### config.mk
export PLATFORM = sky130hd
export DESIGN_NAME = ocp_panel
export DESIGN_NICKNAME = d
export VERILOG_FILES = /design/src/rtl/ocp_debounce.v /design/src/rtl/ocp_panel.v /design/src/rtl/ocp_regfile.v
export VERILOG_INCLUDE_DIRS = /design/src /design/src/rtl
export SDC_FILE = /design/constraint.sdc
export NUM_CORES = 2
export LEC_CHECK = 0
export BUFFER_PORTS_ARGS = -buffer_cell sky130_fd_sc_hd__buf_2
export CAP_MARGIN = 40
export CORE_MARGIN = 2
export CORE_UTILIZATION = 40
export DETAILED_ROUTE_END_ITERATION = 12
export GPL_TIMING_DRIVEN = 0
export HOLD_SLACK_MARGIN = 0.05
export SKIP_CTS_REPAIR_TIMING = 1
export SYNTH_ARGS = -nofsm -noshare
export SYNTH_HDL_FRONTEND = slang
export SYNTH_SLANG_ARGS = --single-unit
export TNS_END_PERCENT = 1
### constraint.sdc
create_clock -name ref_clk_i -period 5.4 [get_ports ref_clk_i]
set_clock_uncertainty 0.2 [all_clocks]
set_input_delay 0.81 -clock ref_clk_i [delete_from_list [all_inputs] [get_ports ref_clk_i]]
set_output_delay 0.81 -clock ref_clk_i [all_outputs]
set_load 0.02 [all_outputs]
### src/rtl/ocp_regs.vh
// Constants of the operator console panel: display sources, status field positions,
// register codes and debounce timing.
// Assumes inclusion by bare name from the panel modules; definitions only.
//
// How it works
// - Sixteen-bit display register drives sixteen indicators.
// - Display clear switch zeroes whole display register.
// - Entry switches only set bits, never clear.
// - Display bit fifteen is the sign.
// - Five source selects are one-hot, latest wins.
// - Status bits fifteen to twelve show key bits.
// - Status bits eleven to eight show ALU flags.
// - Status bits seven to three show shift count.
// - Status bit two zero, one supervisor, zero unused.
// - Instruction source shows instruction register when stopped.
// - Display edits copy into instruction register.
// - Program counter source shows and takes edits.
// - Start address depends on halt in instruction register.
// - Four-bit code picks general or microprogram register.
// - Chosen register shown at once, edits written back.
// - Code 1000 reads instruction, 1011/1100 constant, unwritable.
// - Code clear zeroes code, increment adds one.
// - Manual interrupt only while running, vectors to zero.
// - Reset halts, steps, stops I/O, clears overflow.
// - Three flag switches toggle, indicators follow flags.
// - Flag-conditioned jumps act only when flag holds.
// - Memory show reads word, store writes entry data.
// - Program counter advances after memory show or store.
`ifndef OCP_REGS_VH
`define OCP_REGS_VH

// One-hot source select positions.
`define OCP_SRC_MEM     0
`define OCP_SRC_STATUS  1
`define OCP_SRC_INSTR   2
`define OCP_SRC_PC      3
`define OCP_SRC_REG     4
`define OCP_SRC_RESET   5'h10

// Status view field positions.
`define OCP_ST_KEY_HI   15
`define OCP_ST_KEY_LO   12
`define OCP_ST_CARRY    11
`define OCP_ST_SIGN     10
`define OCP_ST_ONES     9
`define OCP_ST_OVF      8
`define OCP_ST_SC_HI    7
`define OCP_ST_SC_LO    3
`define OCP_ST_ZERO     2
`define OCP_ST_SUPER    1
`define OCP_SIGN_BIT    15

// Register selection codes.
`define OCP_CODE_INSTR  4'h8
`define OCP_CODE_ZEROS  4'hb
`define OCP_CODE_ONES   4'hc
`define OCP_CODE_RESET  4'h0
`define OCP_WORD_ZERO   16'h0000
`define OCP_WORD_ONES   16'hffff
`define OCP_VECTOR_INT  16'h0000

// Debounce: stable time in microseconds, cycles at 100 MHz.
`define OCP_DEB_US      5
`define OCP_CLK_MHZ     100
`define OCP_DEB_CYC     (`OCP_DEB_US * `OCP_CLK_MHZ)
`define OCP_DEB_W       10

`endif

### src/rtl/ocp_debounce.v
// Switch conditioner: two-flop synchroniser, stability filter, press pulse.
// Assumes raw active-high switch levels from the panel, asynchronous to ref_clk_i.
`timescale 1ns/1ns
`include "ocp_regs.vh"

module ocp_debounce (
    // Clock and reset.
    input  wire        ref_clk_i,
    input  wire        sys_rst_i,
    // Raw switch and conditioned press pulse.
    input  wire        raw_i,
    output reg         press_o
);

    reg                 meta_q;
    reg                 sync_q;
    reg                 stable_q;
    reg [`OCP_DEB_W-1:0] cnt_q;

    // Synchroniser; the first flop feeds only the second.
    always @(posedge ref_clk_i) begin
        if (sys_rst_i) begin
            meta_q <= 1'b0;
            sync_q <= 1'b0;
        end else begin
            meta_q <= raw_i;
            sync_q <= meta_q;
        end
    end

    // Filter: accept a new level only after it held for the debounce time.
    always @(posedge ref_clk_i) begin
        if (sys_rst_i) begin
            stable_q <= 1'b0;
            cnt_q    <= {`OCP_DEB_W{1'b0}};
            press_o  <= 1'b0;
        end else begin
            press_o <= 1'b0;
            if (sync_q == stable_q) begin
                cnt_q <= {`OCP_DEB_W{1'b0}};
            end else if (cnt_q == `OCP_DEB_CYC - 1) begin
                cnt_q    <= {`OCP_DEB_W{1'b0}};
                stable_q <= sync_q;
                press_o  <= sync_q;
            end else begin
                cnt_q <= cnt_q + 1'b1;
            end
        end
    end

endmodule // ocp_debounce

### src/rtl/ocp_panel.v
// Operator console panel core: display register, source selection, edit write-back,
// reset, manual interrupt, operator flags, memory show and store, and start.
// Assumes the processor samples the strobes below on ref_clk_i and drives status levels
// synchronously; the switch inputs are raw pins and pass through ocp_debounce.
`timescale 1ns/1ns
`include "ocp_regs.vh"

module ocp_panel (
    // Clock and reset.
    input  wire        ref_clk_i,
    input  wire        sys_rst_i,
    // Raw panel switches.
    input  wire [15:0] entry_sw_i,
    input  wire        display_clear_switch_i,
    input  wire [4:0]  source_sw_i,
    input  wire [3:0]  code_sw_i,
    input  wire        code_clear_sw_i,
    input  wire        code_increment_switch_i,
    input  wire        memory_show_switch_i,
    input  wire        memory_store_sw_i,
    input  wire        step_run_sw_i,
    input  wire        start_sw_i,
    input  wire        int_sw_i,
    input  wire        reset_sw_i,
    input  wire [2:0]  flag_sw_i,
    // Processor status levels.
    input  wire [3:0]  key_bits_i,
    input  wire        alu_carry_flag_i,
    input  wire        alu_sign_flag_i,
    input  wire        alu_all_ones_flag_i,
    input  wire        alu_overflow_flag_i,
    input  wire [4:0]  shift_count_i,
    input  wire        alu_zero_flag_i,
    input  wire        supervisor_flag_i,
    input  wire        cpu_halted_i,
    input  wire [15:0] cpu_instr_i,
    input  wire [15:0] cpu_pc_i,
    input  wire        cpu_instr_is_halt_i,
    // Flag-condition query from the sequencer.
    input  wire [2:0]  cond_mask_i,
    input  wire        cond_all_i,
    // Memory read data.
    input  wire [15:0] mem_rdata_i,
    // Indicators.
    output reg  [15:0] display_o,
    output reg  [4:0]  source_led_o,
    output reg  [3:0]  code_led_o,
    output reg  [2:0]  flag_led_o,
    output reg         step_led_o,
    output reg         run_led_o,
    output reg         sign_led_o,
    // Processor control.
    output reg         instr_wr_o,
    output reg  [15:0] instr_wdata_o,
    output reg         pc_wr_o,
    output reg  [15:0] pc_wdata_o,
    output reg         start_o,
    output reg         start_first_exec_pc_o,
    output reg         int_req_o,
    output reg  [15:0] int_vector_o,
    output reg         cpu_halt_o,
    output reg         io_stop_o,
    output reg         sys_init_o,
    output reg         ovf_clear_o,
    output reg         cond_pass_o,
    // Memory access.
    output reg         mem_rd_o,
    output reg         mem_wr_o,
    output reg  [15:0] mem_addr_o,
    output reg  [15:0] mem_wdata_o
);

    ////////////////////////////////////////////////////////////////////////////////
    // Switch conditioning.

    localparam NSW = 37;
    wire [NSW-1:0] raw_w;
    wire [NSW-1:0] prs_w;
    assign raw_w = {entry_sw_i, display_clear_switch_i, source_sw_i, code_sw_i,
                    code_clear_sw_i, code_increment_switch_i, memory_show_switch_i,
                    memory_store_sw_i, step_run_sw_i, start_sw_i, int_sw_i, reset_sw_i,
                    flag_sw_i};

    genvar g;
    generate
        for (g = 0; g < NSW; g = g + 1) begin : g_sw
            ocp_debounce u_deb (
                .ref_clk_i (ref_clk_i),
                .sys_rst_i (sys_rst_i),
                .raw_i     (raw_w[g]),
                .press_o   (prs_w[g])
            );
        end
    endgenerate

    wire [15:0] p_entry  = prs_w[36:21];
    wire        p_clr    = prs_w[20];
    wire [4:0]  p_src    = prs_w[19:15];
    wire [3:0]  p_code   = prs_w[14:11];
    wire        p_cclr   = prs_w[10];
    wire        p_cinc   = prs_w[9];
    wire        p_show   = prs_w[8];
    wire        p_store  = prs_w[7];
    wire        p_steprn = prs_w[6];
    wire        p_start  = prs_w[5];
    wire        p_int    = prs_w[4];
    wire        p_reset  = prs_w[3];
    wire [2:0]  p_flag   = prs_w[2:0];

    ////////////////////////////////////////////////////////////////////////////////
    // Mode state.

    localparam MODE_STEP  = 2'd0;
    localparam MODE_ARMED = 2'd1;
    localparam MODE_RUN   = 2'd2;

    reg  [1:0]  mode_q;
    reg  [15:0] disp_q;
    reg  [4:0]  src_q;
    reg  [3:0]  code_q;
    reg  [2:0]  flag_q;
    reg  [15:0] blink_q;
    reg  [15:0] pc_q;
    wire [15:0] reg_rd_w;
    reg  [15:0] status_w;
    reg  [15:0] view_w;
    reg  [15:0] disp_d;
    reg         edit_w;

    wire stopped_w = (mode_q != MODE_RUN) || cpu_halted_i;

    // Status word assembled from processor signals; bit 0 reads zero.
    always @* begin
        status_w = `OCP_WORD_ZERO;
        status_w[`OCP_ST_KEY_HI:`OCP_ST_KEY_LO] = key_bits_i;
        status_w[`OCP_ST_CARRY] = alu_carry_flag_i;
        status_w[`OCP_ST_SIGN]  = alu_sign_flag_i;
        status_w[`OCP_ST_ONES]  = alu_all_ones_flag_i;
        status_w[`OCP_ST_OVF]   = alu_overflow_flag_i;
        status_w[`OCP_ST_SC_HI:`OCP_ST_SC_LO] = shift_count_i;
        status_w[`OCP_ST_ZERO]  = alu_zero_flag_i;
        status_w[`OCP_ST_SUPER] = supervisor_flag_i;
    end

    // Source view selected for loading the display when a source becomes active.
    always @* begin
        case (1'b1)
            src_q[`OCP_SRC_STATUS]: view_w = status_w;
            src_q[`OCP_SRC_INSTR]:  view_w = cpu_instr_i;
            src_q[`OCP_SRC_PC]:     view_w = cpu_pc_i;
            src_q[`OCP_SRC_REG]:    view_w = reg_rd_w;
            default:                view_w = disp_q;
        endcase
    end

    // Next display: clear wins over set; set only ORs bits in.
    always @* begin
        disp_d = disp_q;
        edit_w = 1'b0;
        if (p_clr) begin
            disp_d = `OCP_WORD_ZERO;
            edit_w = 1'b1;
        end else if (|(p_entry & ~disp_q)) begin
            disp_d = disp_q | p_entry;
            edit_w = 1'b1;
        end
    end

    // Register window for the code-selected view.
    ocp_regfile u_rf (
        .ref_clk_i (ref_clk_i),
        .sys_rst_i (sys_rst_i),
        .code_i    (code_q),
        .wr_i      (edit_w && src_q[`OCP_SRC_REG]),
        .wdata_i   (disp_d),
        .instr_i   (cpu_instr_i),
        .rdata_o   (reg_rd_w)
    );

    ////////////////////////////////////////////////////////////////////////////////
    // Panel state and processor strobes.

    // One-cycle display refresh flag after a source or code change.
    reg refresh_q;

    always @(posedge ref_clk_i) begin
        if (sys_rst_i) begin
            mode_q     <= MODE_STEP;
            disp_q     <= `OCP_WORD_ZERO;
            src_q      <= `OCP_SRC_RESET;
            code_q     <= `OCP_CODE_RESET;
            flag_q     <= 3'h0;
            blink_q    <= 16'h0000;
            pc_q       <= 16'h0000;
            refresh_q  <= 1'b0;
            instr_wr_o <= 1'b0;
            pc_wr_o    <= 1'b0;
            start_o    <= 1'b0;
            int_req_o  <= 1'b0;
            cpu_halt_o <= 1'b1;
            io_stop_o  <= 1'b1;
            sys_init_o <= 1'b1;
            ovf_clear_o <= 1'b1;
            mem_rd_o   <= 1'b0;
            mem_wr_o   <= 1'b0;
            instr_wdata_o <= 16'h0000;
            pc_wdata_o <= 16'h0000;
            mem_addr_o <= 16'h0000;
            mem_wdata_o <= 16'h0000;
            start_first_exec_pc_o <= 1'b0;
            int_vector_o <= `OCP_VECTOR_INT;
        end else begin
            instr_wr_o  <= 1'b0;
            pc_wr_o     <= 1'b0;
            start_o     <= 1'b0;
            int_req_o   <= 1'b0;
            cpu_halt_o  <= 1'b0;
            io_stop_o   <= 1'b0;
            sys_init_o  <= 1'b0;
            ovf_clear_o <= 1'b0;
            mem_rd_o    <= 1'b0;
            mem_wr_o    <= 1'b0;
            refresh_q   <= 1'b0;
            blink_q     <= blink_q + 1'b1;
            pc_q        <= cpu_pc_i;
            int_vector_o <= `OCP_VECTOR_INT;
            disp_q      <= disp_d;
            // Source selection, lowest switch first.
            if (|p_src) begin
                src_q     <= p_src & (~p_src + 5'h01);
                refresh_q <= 1'b1;
            end
            // Code entry, clear and increment.
            if (p_cclr) begin
                code_q <= `OCP_CODE_RESET;
            end else if (p_cinc) begin
                code_q <= code_q + 4'h1;
            end else begin
                code_q <= code_q | p_code;
            end
            if (p_cclr || p_cinc || |p_code) begin
                refresh_q <= 1'b1;
            end
            // Load display from the new view once the selection settles.
            if (refresh_q && stopped_w && !src_q[`OCP_SRC_MEM]) begin
                disp_q <= view_w;
            end
            // Edits copied to the instruction register or program counter.
            if (edit_w && src_q[`OCP_SRC_INSTR]) begin
                instr_wr_o    <= 1'b1;
                instr_wdata_o <= disp_d;
            end
            if (edit_w && src_q[`OCP_SRC_PC]) begin
                pc_wr_o    <= 1'b1;
                pc_wdata_o <= disp_d;
            end
            // Memory show and store, each advancing the program counter.
            if (src_q[`OCP_SRC_MEM] && (p_show || p_store)) begin
                mem_addr_o <= pc_q;
                mem_rd_o   <= p_show;
                mem_wr_o   <= p_store && !p_show;
                mem_wdata_o <= disp_q;
                pc_wr_o    <= 1'b1;
                pc_wdata_o <= pc_q + 16'h0001;
            end
            if (mem_rd_o) begin
                disp_q <= mem_rdata_i;
            end
            // Operator flags toggle on each press.
            flag_q <= flag_q ^ p_flag;
            // Mode sequencing.
            case (mode_q)
                MODE_STEP: begin
                    if (p_steprn) begin
                        mode_q <= MODE_ARMED;
                    end else if (p_start) begin
                        start_o <= 1'b1;
                        start_first_exec_pc_o <= cpu_instr_is_halt_i;
                    end
                end
                MODE_ARMED: begin
                    if (p_steprn) begin
                        mode_q <= MODE_STEP;
                    end else if (p_start) begin
                        mode_q  <= MODE_RUN;
                        start_o <= 1'b1;
                        start_first_exec_pc_o <= cpu_instr_is_halt_i;
                    end
                end
                MODE_RUN: begin
                    if (p_steprn) begin
                        mode_q     <= MODE_STEP;
                        cpu_halt_o <= 1'b1;
                    end else if (p_int && !cpu_halted_i) begin
                        int_req_o <= 1'b1;
                    end
                end
                default: mode_q <= MODE_STEP;
            endcase
            // Reset switch overrides the mode sequencing and its start and interrupt strobes.
            if (p_reset) begin
                mode_q      <= MODE_STEP;
                cpu_halt_o  <= 1'b1;
                io_stop_o   <= 1'b1;
                sys_init_o  <= 1'b1;
                ovf_clear_o <= 1'b1;
                int_req_o   <= 1'b0;
                start_o     <= 1'b0;
            end
        end
    end

    // Indicator and condition outputs, registered.
    always @(posedge ref_clk_i) begin
        if (sys_rst_i) begin
            display_o    <= `OCP_WORD_ZERO;
            source_led_o <= `OCP_SRC_RESET;
            code_led_o   <= `OCP_CODE_RESET;
            flag_led_o   <= 3'h0;
            step_led_o   <= 1'b1;
            run_led_o    <= 1'b0;
            sign_led_o   <= 1'b0;
            cond_pass_o  <= 1'b0;
        end else begin
            display_o    <= disp_q;
            sign_led_o   <= disp_q[`OCP_SIGN_BIT];
            source_led_o <= src_q;
            code_led_o   <= code_q;
            flag_led_o   <= flag_q;
            step_led_o   <= (mode_q == MODE_STEP);
            run_led_o    <= (mode_q == MODE_RUN && !cpu_halted_i) ||
                            (mode_q != MODE_STEP && blink_q[15]);
            cond_pass_o  <= cond_all_i ? ((flag_q & cond_mask_i) == cond_mask_i)
                                       : |(flag_q & cond_mask_i);
        end
    end

endmodule // ocp_panel

### src/rtl/ocp_regfile.v
// Panel-visible register window: eight general and five microprogram registers, plus three fixed views.
// Assumes writes come from the panel core on the same clock.
`timescale 1ns/1ns
`include "ocp_regs.vh"

module ocp_regfile (
    // Clock and reset.
    input  wire        ref_clk_i,
    input  wire        sys_rst_i,
    // Access by code.
    input  wire [3:0]  code_i,
    input  wire        wr_i,
    input  wire [15:0] wdata_i,
    input  wire [15:0] instr_i,
    output reg  [15:0] rdata_o
);

    reg [15:0] regs_q [0:15];
    integer    k;

    // Codes 1000, 1011 and 1100 are fixed views and refuse writes.
    always @(posedge ref_clk_i) begin
        if (sys_rst_i) begin
            for (k = 0; k < 16; k = k + 1) begin
                regs_q[k] <= `OCP_WORD_ZERO;
            end
        end else if (wr_i && code_i != `OCP_CODE_INSTR && code_i != `OCP_CODE_ZEROS
                     && code_i != `OCP_CODE_ONES) begin
            regs_q[code_i] <= wdata_i;
        end
    end

    // Read path; general registers below eight, microprogram above.
    always @* begin
        case (code_i)
            `OCP_CODE_INSTR: rdata_o = instr_i;
            `OCP_CODE_ZEROS: rdata_o = `OCP_WORD_ZERO;
            `OCP_CODE_ONES:  rdata_o = `OCP_WORD_ONES;
            default:         rdata_o = regs_q[code_i];
        endcase
    end

endmodule // ocp_regfile

==> run metrics <==
CTS H-tree lvls=3; yosys warns=0; CP endpoint kind=flip-flop; Die W=315 um; CP Cell Sequence=buf_2, clkbuf_1, clkbuf_1, clkinv_1, clkbuf_1, nand2_1; Max Freq=229 MHz; post-synthesis average cell area=10.0 um^2; share of cells above drive strength 1=0.138; CTS clk-pin slew, worst paths=approximately 0.060 ns; Initial Utilization=0.401; vias in the first global route=26892; Placer Congestion=0.958; most frequent cells in the layout=nor2_1 (808), dfxtp_1 (685), edfxtp_1 (256), buf_2 (241), nand2_1 (236); detailed-route via count=28635; post-route setup TNS=0 ns; WS Path Type=input port to flip-flop; PwrDens=327 nW/um^2; static leakage=15.8 nW; drt pass-1 iters=5; die height=roughly 310 um; drt total wl=108000 um; total of max-cap violations=0; fraction of registers with async set/reset=0; post-DR wirelength/cell=19.2 um; Distinct cells, synth=67; Peak VDD IR=about 0.25 mV; post-route ant nets=0; CP max FO=16; CP delay by family, top=buffers and inverters; Crit path arrival time=4.45 ns; Slowest cell on crit path=clkinv_1; CP peak stage delay=just over 0.8 ns; worst path bufs/invs=5; num ports=231; hold_ws=0.152 ns; fin crit share=0.809; Initial DRC Count=2639; worst relative slew slack=0.382; critical path startpoint category=input port; first-pass GRT wire length=between 150000 and 200000 um; EDFF count, synth=256; Setup violations, final=0; Seq/Total Area, Yosys=0.554; Slew Limit Fails=0; WP data required=~5.5 ns; dpl hpwl=79000 um; core footprint=96300 um^2; RSZ-0062 raised after global routing=false; Global Route Usage Sum=0.213; Top cell by count, worst path=clkbuf_1; root buffer cell=clkbuf_16; CTS tree=done; worst slew pin tran=~0.93 ns; Worst-Skew Late Latency=0.67 ns; mapped cell area=38600 um^2; R2R setup slack=1.21 ns; # DRC=0; input/output buffers=213; Final min period=4.37 ns; Min-Delay Path Class=input port to flip-flop; FF+latch count, synth=941; initial antenna violation count=4; CTS Sinks=941; Area Growth Syn to Fin=16.2%; DIE AREA=99100 um^2; status=complete, no violations; Cells after Synth=3861; final net count=4399; # rows=~110; total congestion overflow=0; top_reg_cell synth=dfxtp_1; Num CTS Buffers=98; largest net degree at the start of global routing=17; Max clock buf depth=3; vias per cell=5.11; final hold vios=0; commonest non-fill, non-tap cell in the layout=nor2_1
## metrics by stage
stage / setup WS (ns) / cells / total power, mW / cell area [um^2] / utilization
final: 1.03 / 5607 / 14.7 / 44900 / 0.466
after global placement: 0.349 / 5413 / 8.02 / 41500 / 0.431
after detailed placement: 0.286 / 5423 / 8.03 / 41700 / 0.433
after floorplan: 2.09 / 3924 / 7.81 / 38900 / -
after CTS: 1.01 / 5602 / 14.8 / 44900 / 0.466
after global routing: 0.923 / 5603 / 15.1 / 44900 / 0.466
## routing by layer
metal | vias to the layer above | routed length, um | GRT usage
li1 | 13911 | - | -
met5 | - | 0 | 0
met1 | 13553 | 48400 | 0.293
met3 | 238 | 8340 | 0.0437
met2 | 933 | 45900 | 0.323
met4 | 0 | 4980 | 0.0945
## cell type report
cell class / count / area [um^2]
clock buffers: 154 / 2920
diodes: 4 / 10.0
fillers: 9076 / 51400
plain buffers: 220 / 983
well taps: 1276 / 1600
repair buffers: 224 / 1200
clock inverters: 25 / 298
inverters: 92 / 345
flip-flops and latches: 941 / 21400
multi-input cells: 2671 / 16200
## cell usage after synthesis (all sizes together), types with 50 or more instances
cell type	instances	share of area
nand3	132	0.017
xnor2	145	0.033
nand4	61	0.0099
xor2	166	0.038
and3	52	0.0084
nor2	809	0.079
nor4	50	0.0085
nor2b	141	0.023
dfxtp	685	0.35
a21oi	128	0.017
nand2	236	0.023
or3	107	0.017
buf	86	0.012
mux2	60	0.017
o21ai	71	0.0092
clkbuf	134	0.013
edfxtp	256	0.20
inv	91	0.0088
## flip-flops by register name (all words and copies together) (netlist names), 37 cells and up
| register | cells |
|---|---|
| g_sw.u_deb.cnt_q | 370 |
| u_rf.regs_q | 256 |
| g_sw.u_deb.meta_q | 37 |
| g_sw.u_deb.press_o | 37 |
| g_sw.u_deb.stable_q | 37 |
| g_sw.u_deb.sync_q | 37 |
## report_power, final
group          switching (mW)  total [mW]  leakage (nW)  internal, mW
logic                   0.286       0.441          6.04         0.155
registers              0.0658        7.44          8.16          7.38
clock network            2.83        6.78          1.58          3.95
total                    3.18        14.7          15.8          11.5
## worst register-to-register path: stages, from the launching register on
cell	delay [ns]
dfxtp_1	0.41
buf_2	0.33
buf_2	0.39
inv_1	0.15
ha_1	0.20
buf_2	0.20
nor4b_1	0.74
o211ai_4	0.28
buf_2	0.29
nand2_1	0.63
## final timing paths
path	endpoint	from	cells past startpoint
min	g_sw[12].u_deb.meta_q	code_sw_i[1]	2
max reg2reg	u_rf.regs_q[9][7]	code_q[1]	9
min reg2reg	g_sw[7].u_deb.sync_q	g_sw[7].u_deb.meta_q	1
max	u_rf.regs_q[7][7]	sys_rst_i	6
## cells by family (layout without fill, tap and decap cells)
logic type | after synthesis | after routing | synth area share
simple gates | 1748 | 1748 | 0.212
flops | 941 | 941 | 0.554
fa+ha+maj | 43 | 43 | 0.0139
mux | 144 | 144 | 0.0506
buf+inv | 312 | 715 | 0.0344
xor+xnor | 311 | 311 | 0.0705
compound gates | 361 | 361 | 0.0649
other cells | 1 | 68 | 0.0000970
(Power assumes the default switching activity.)
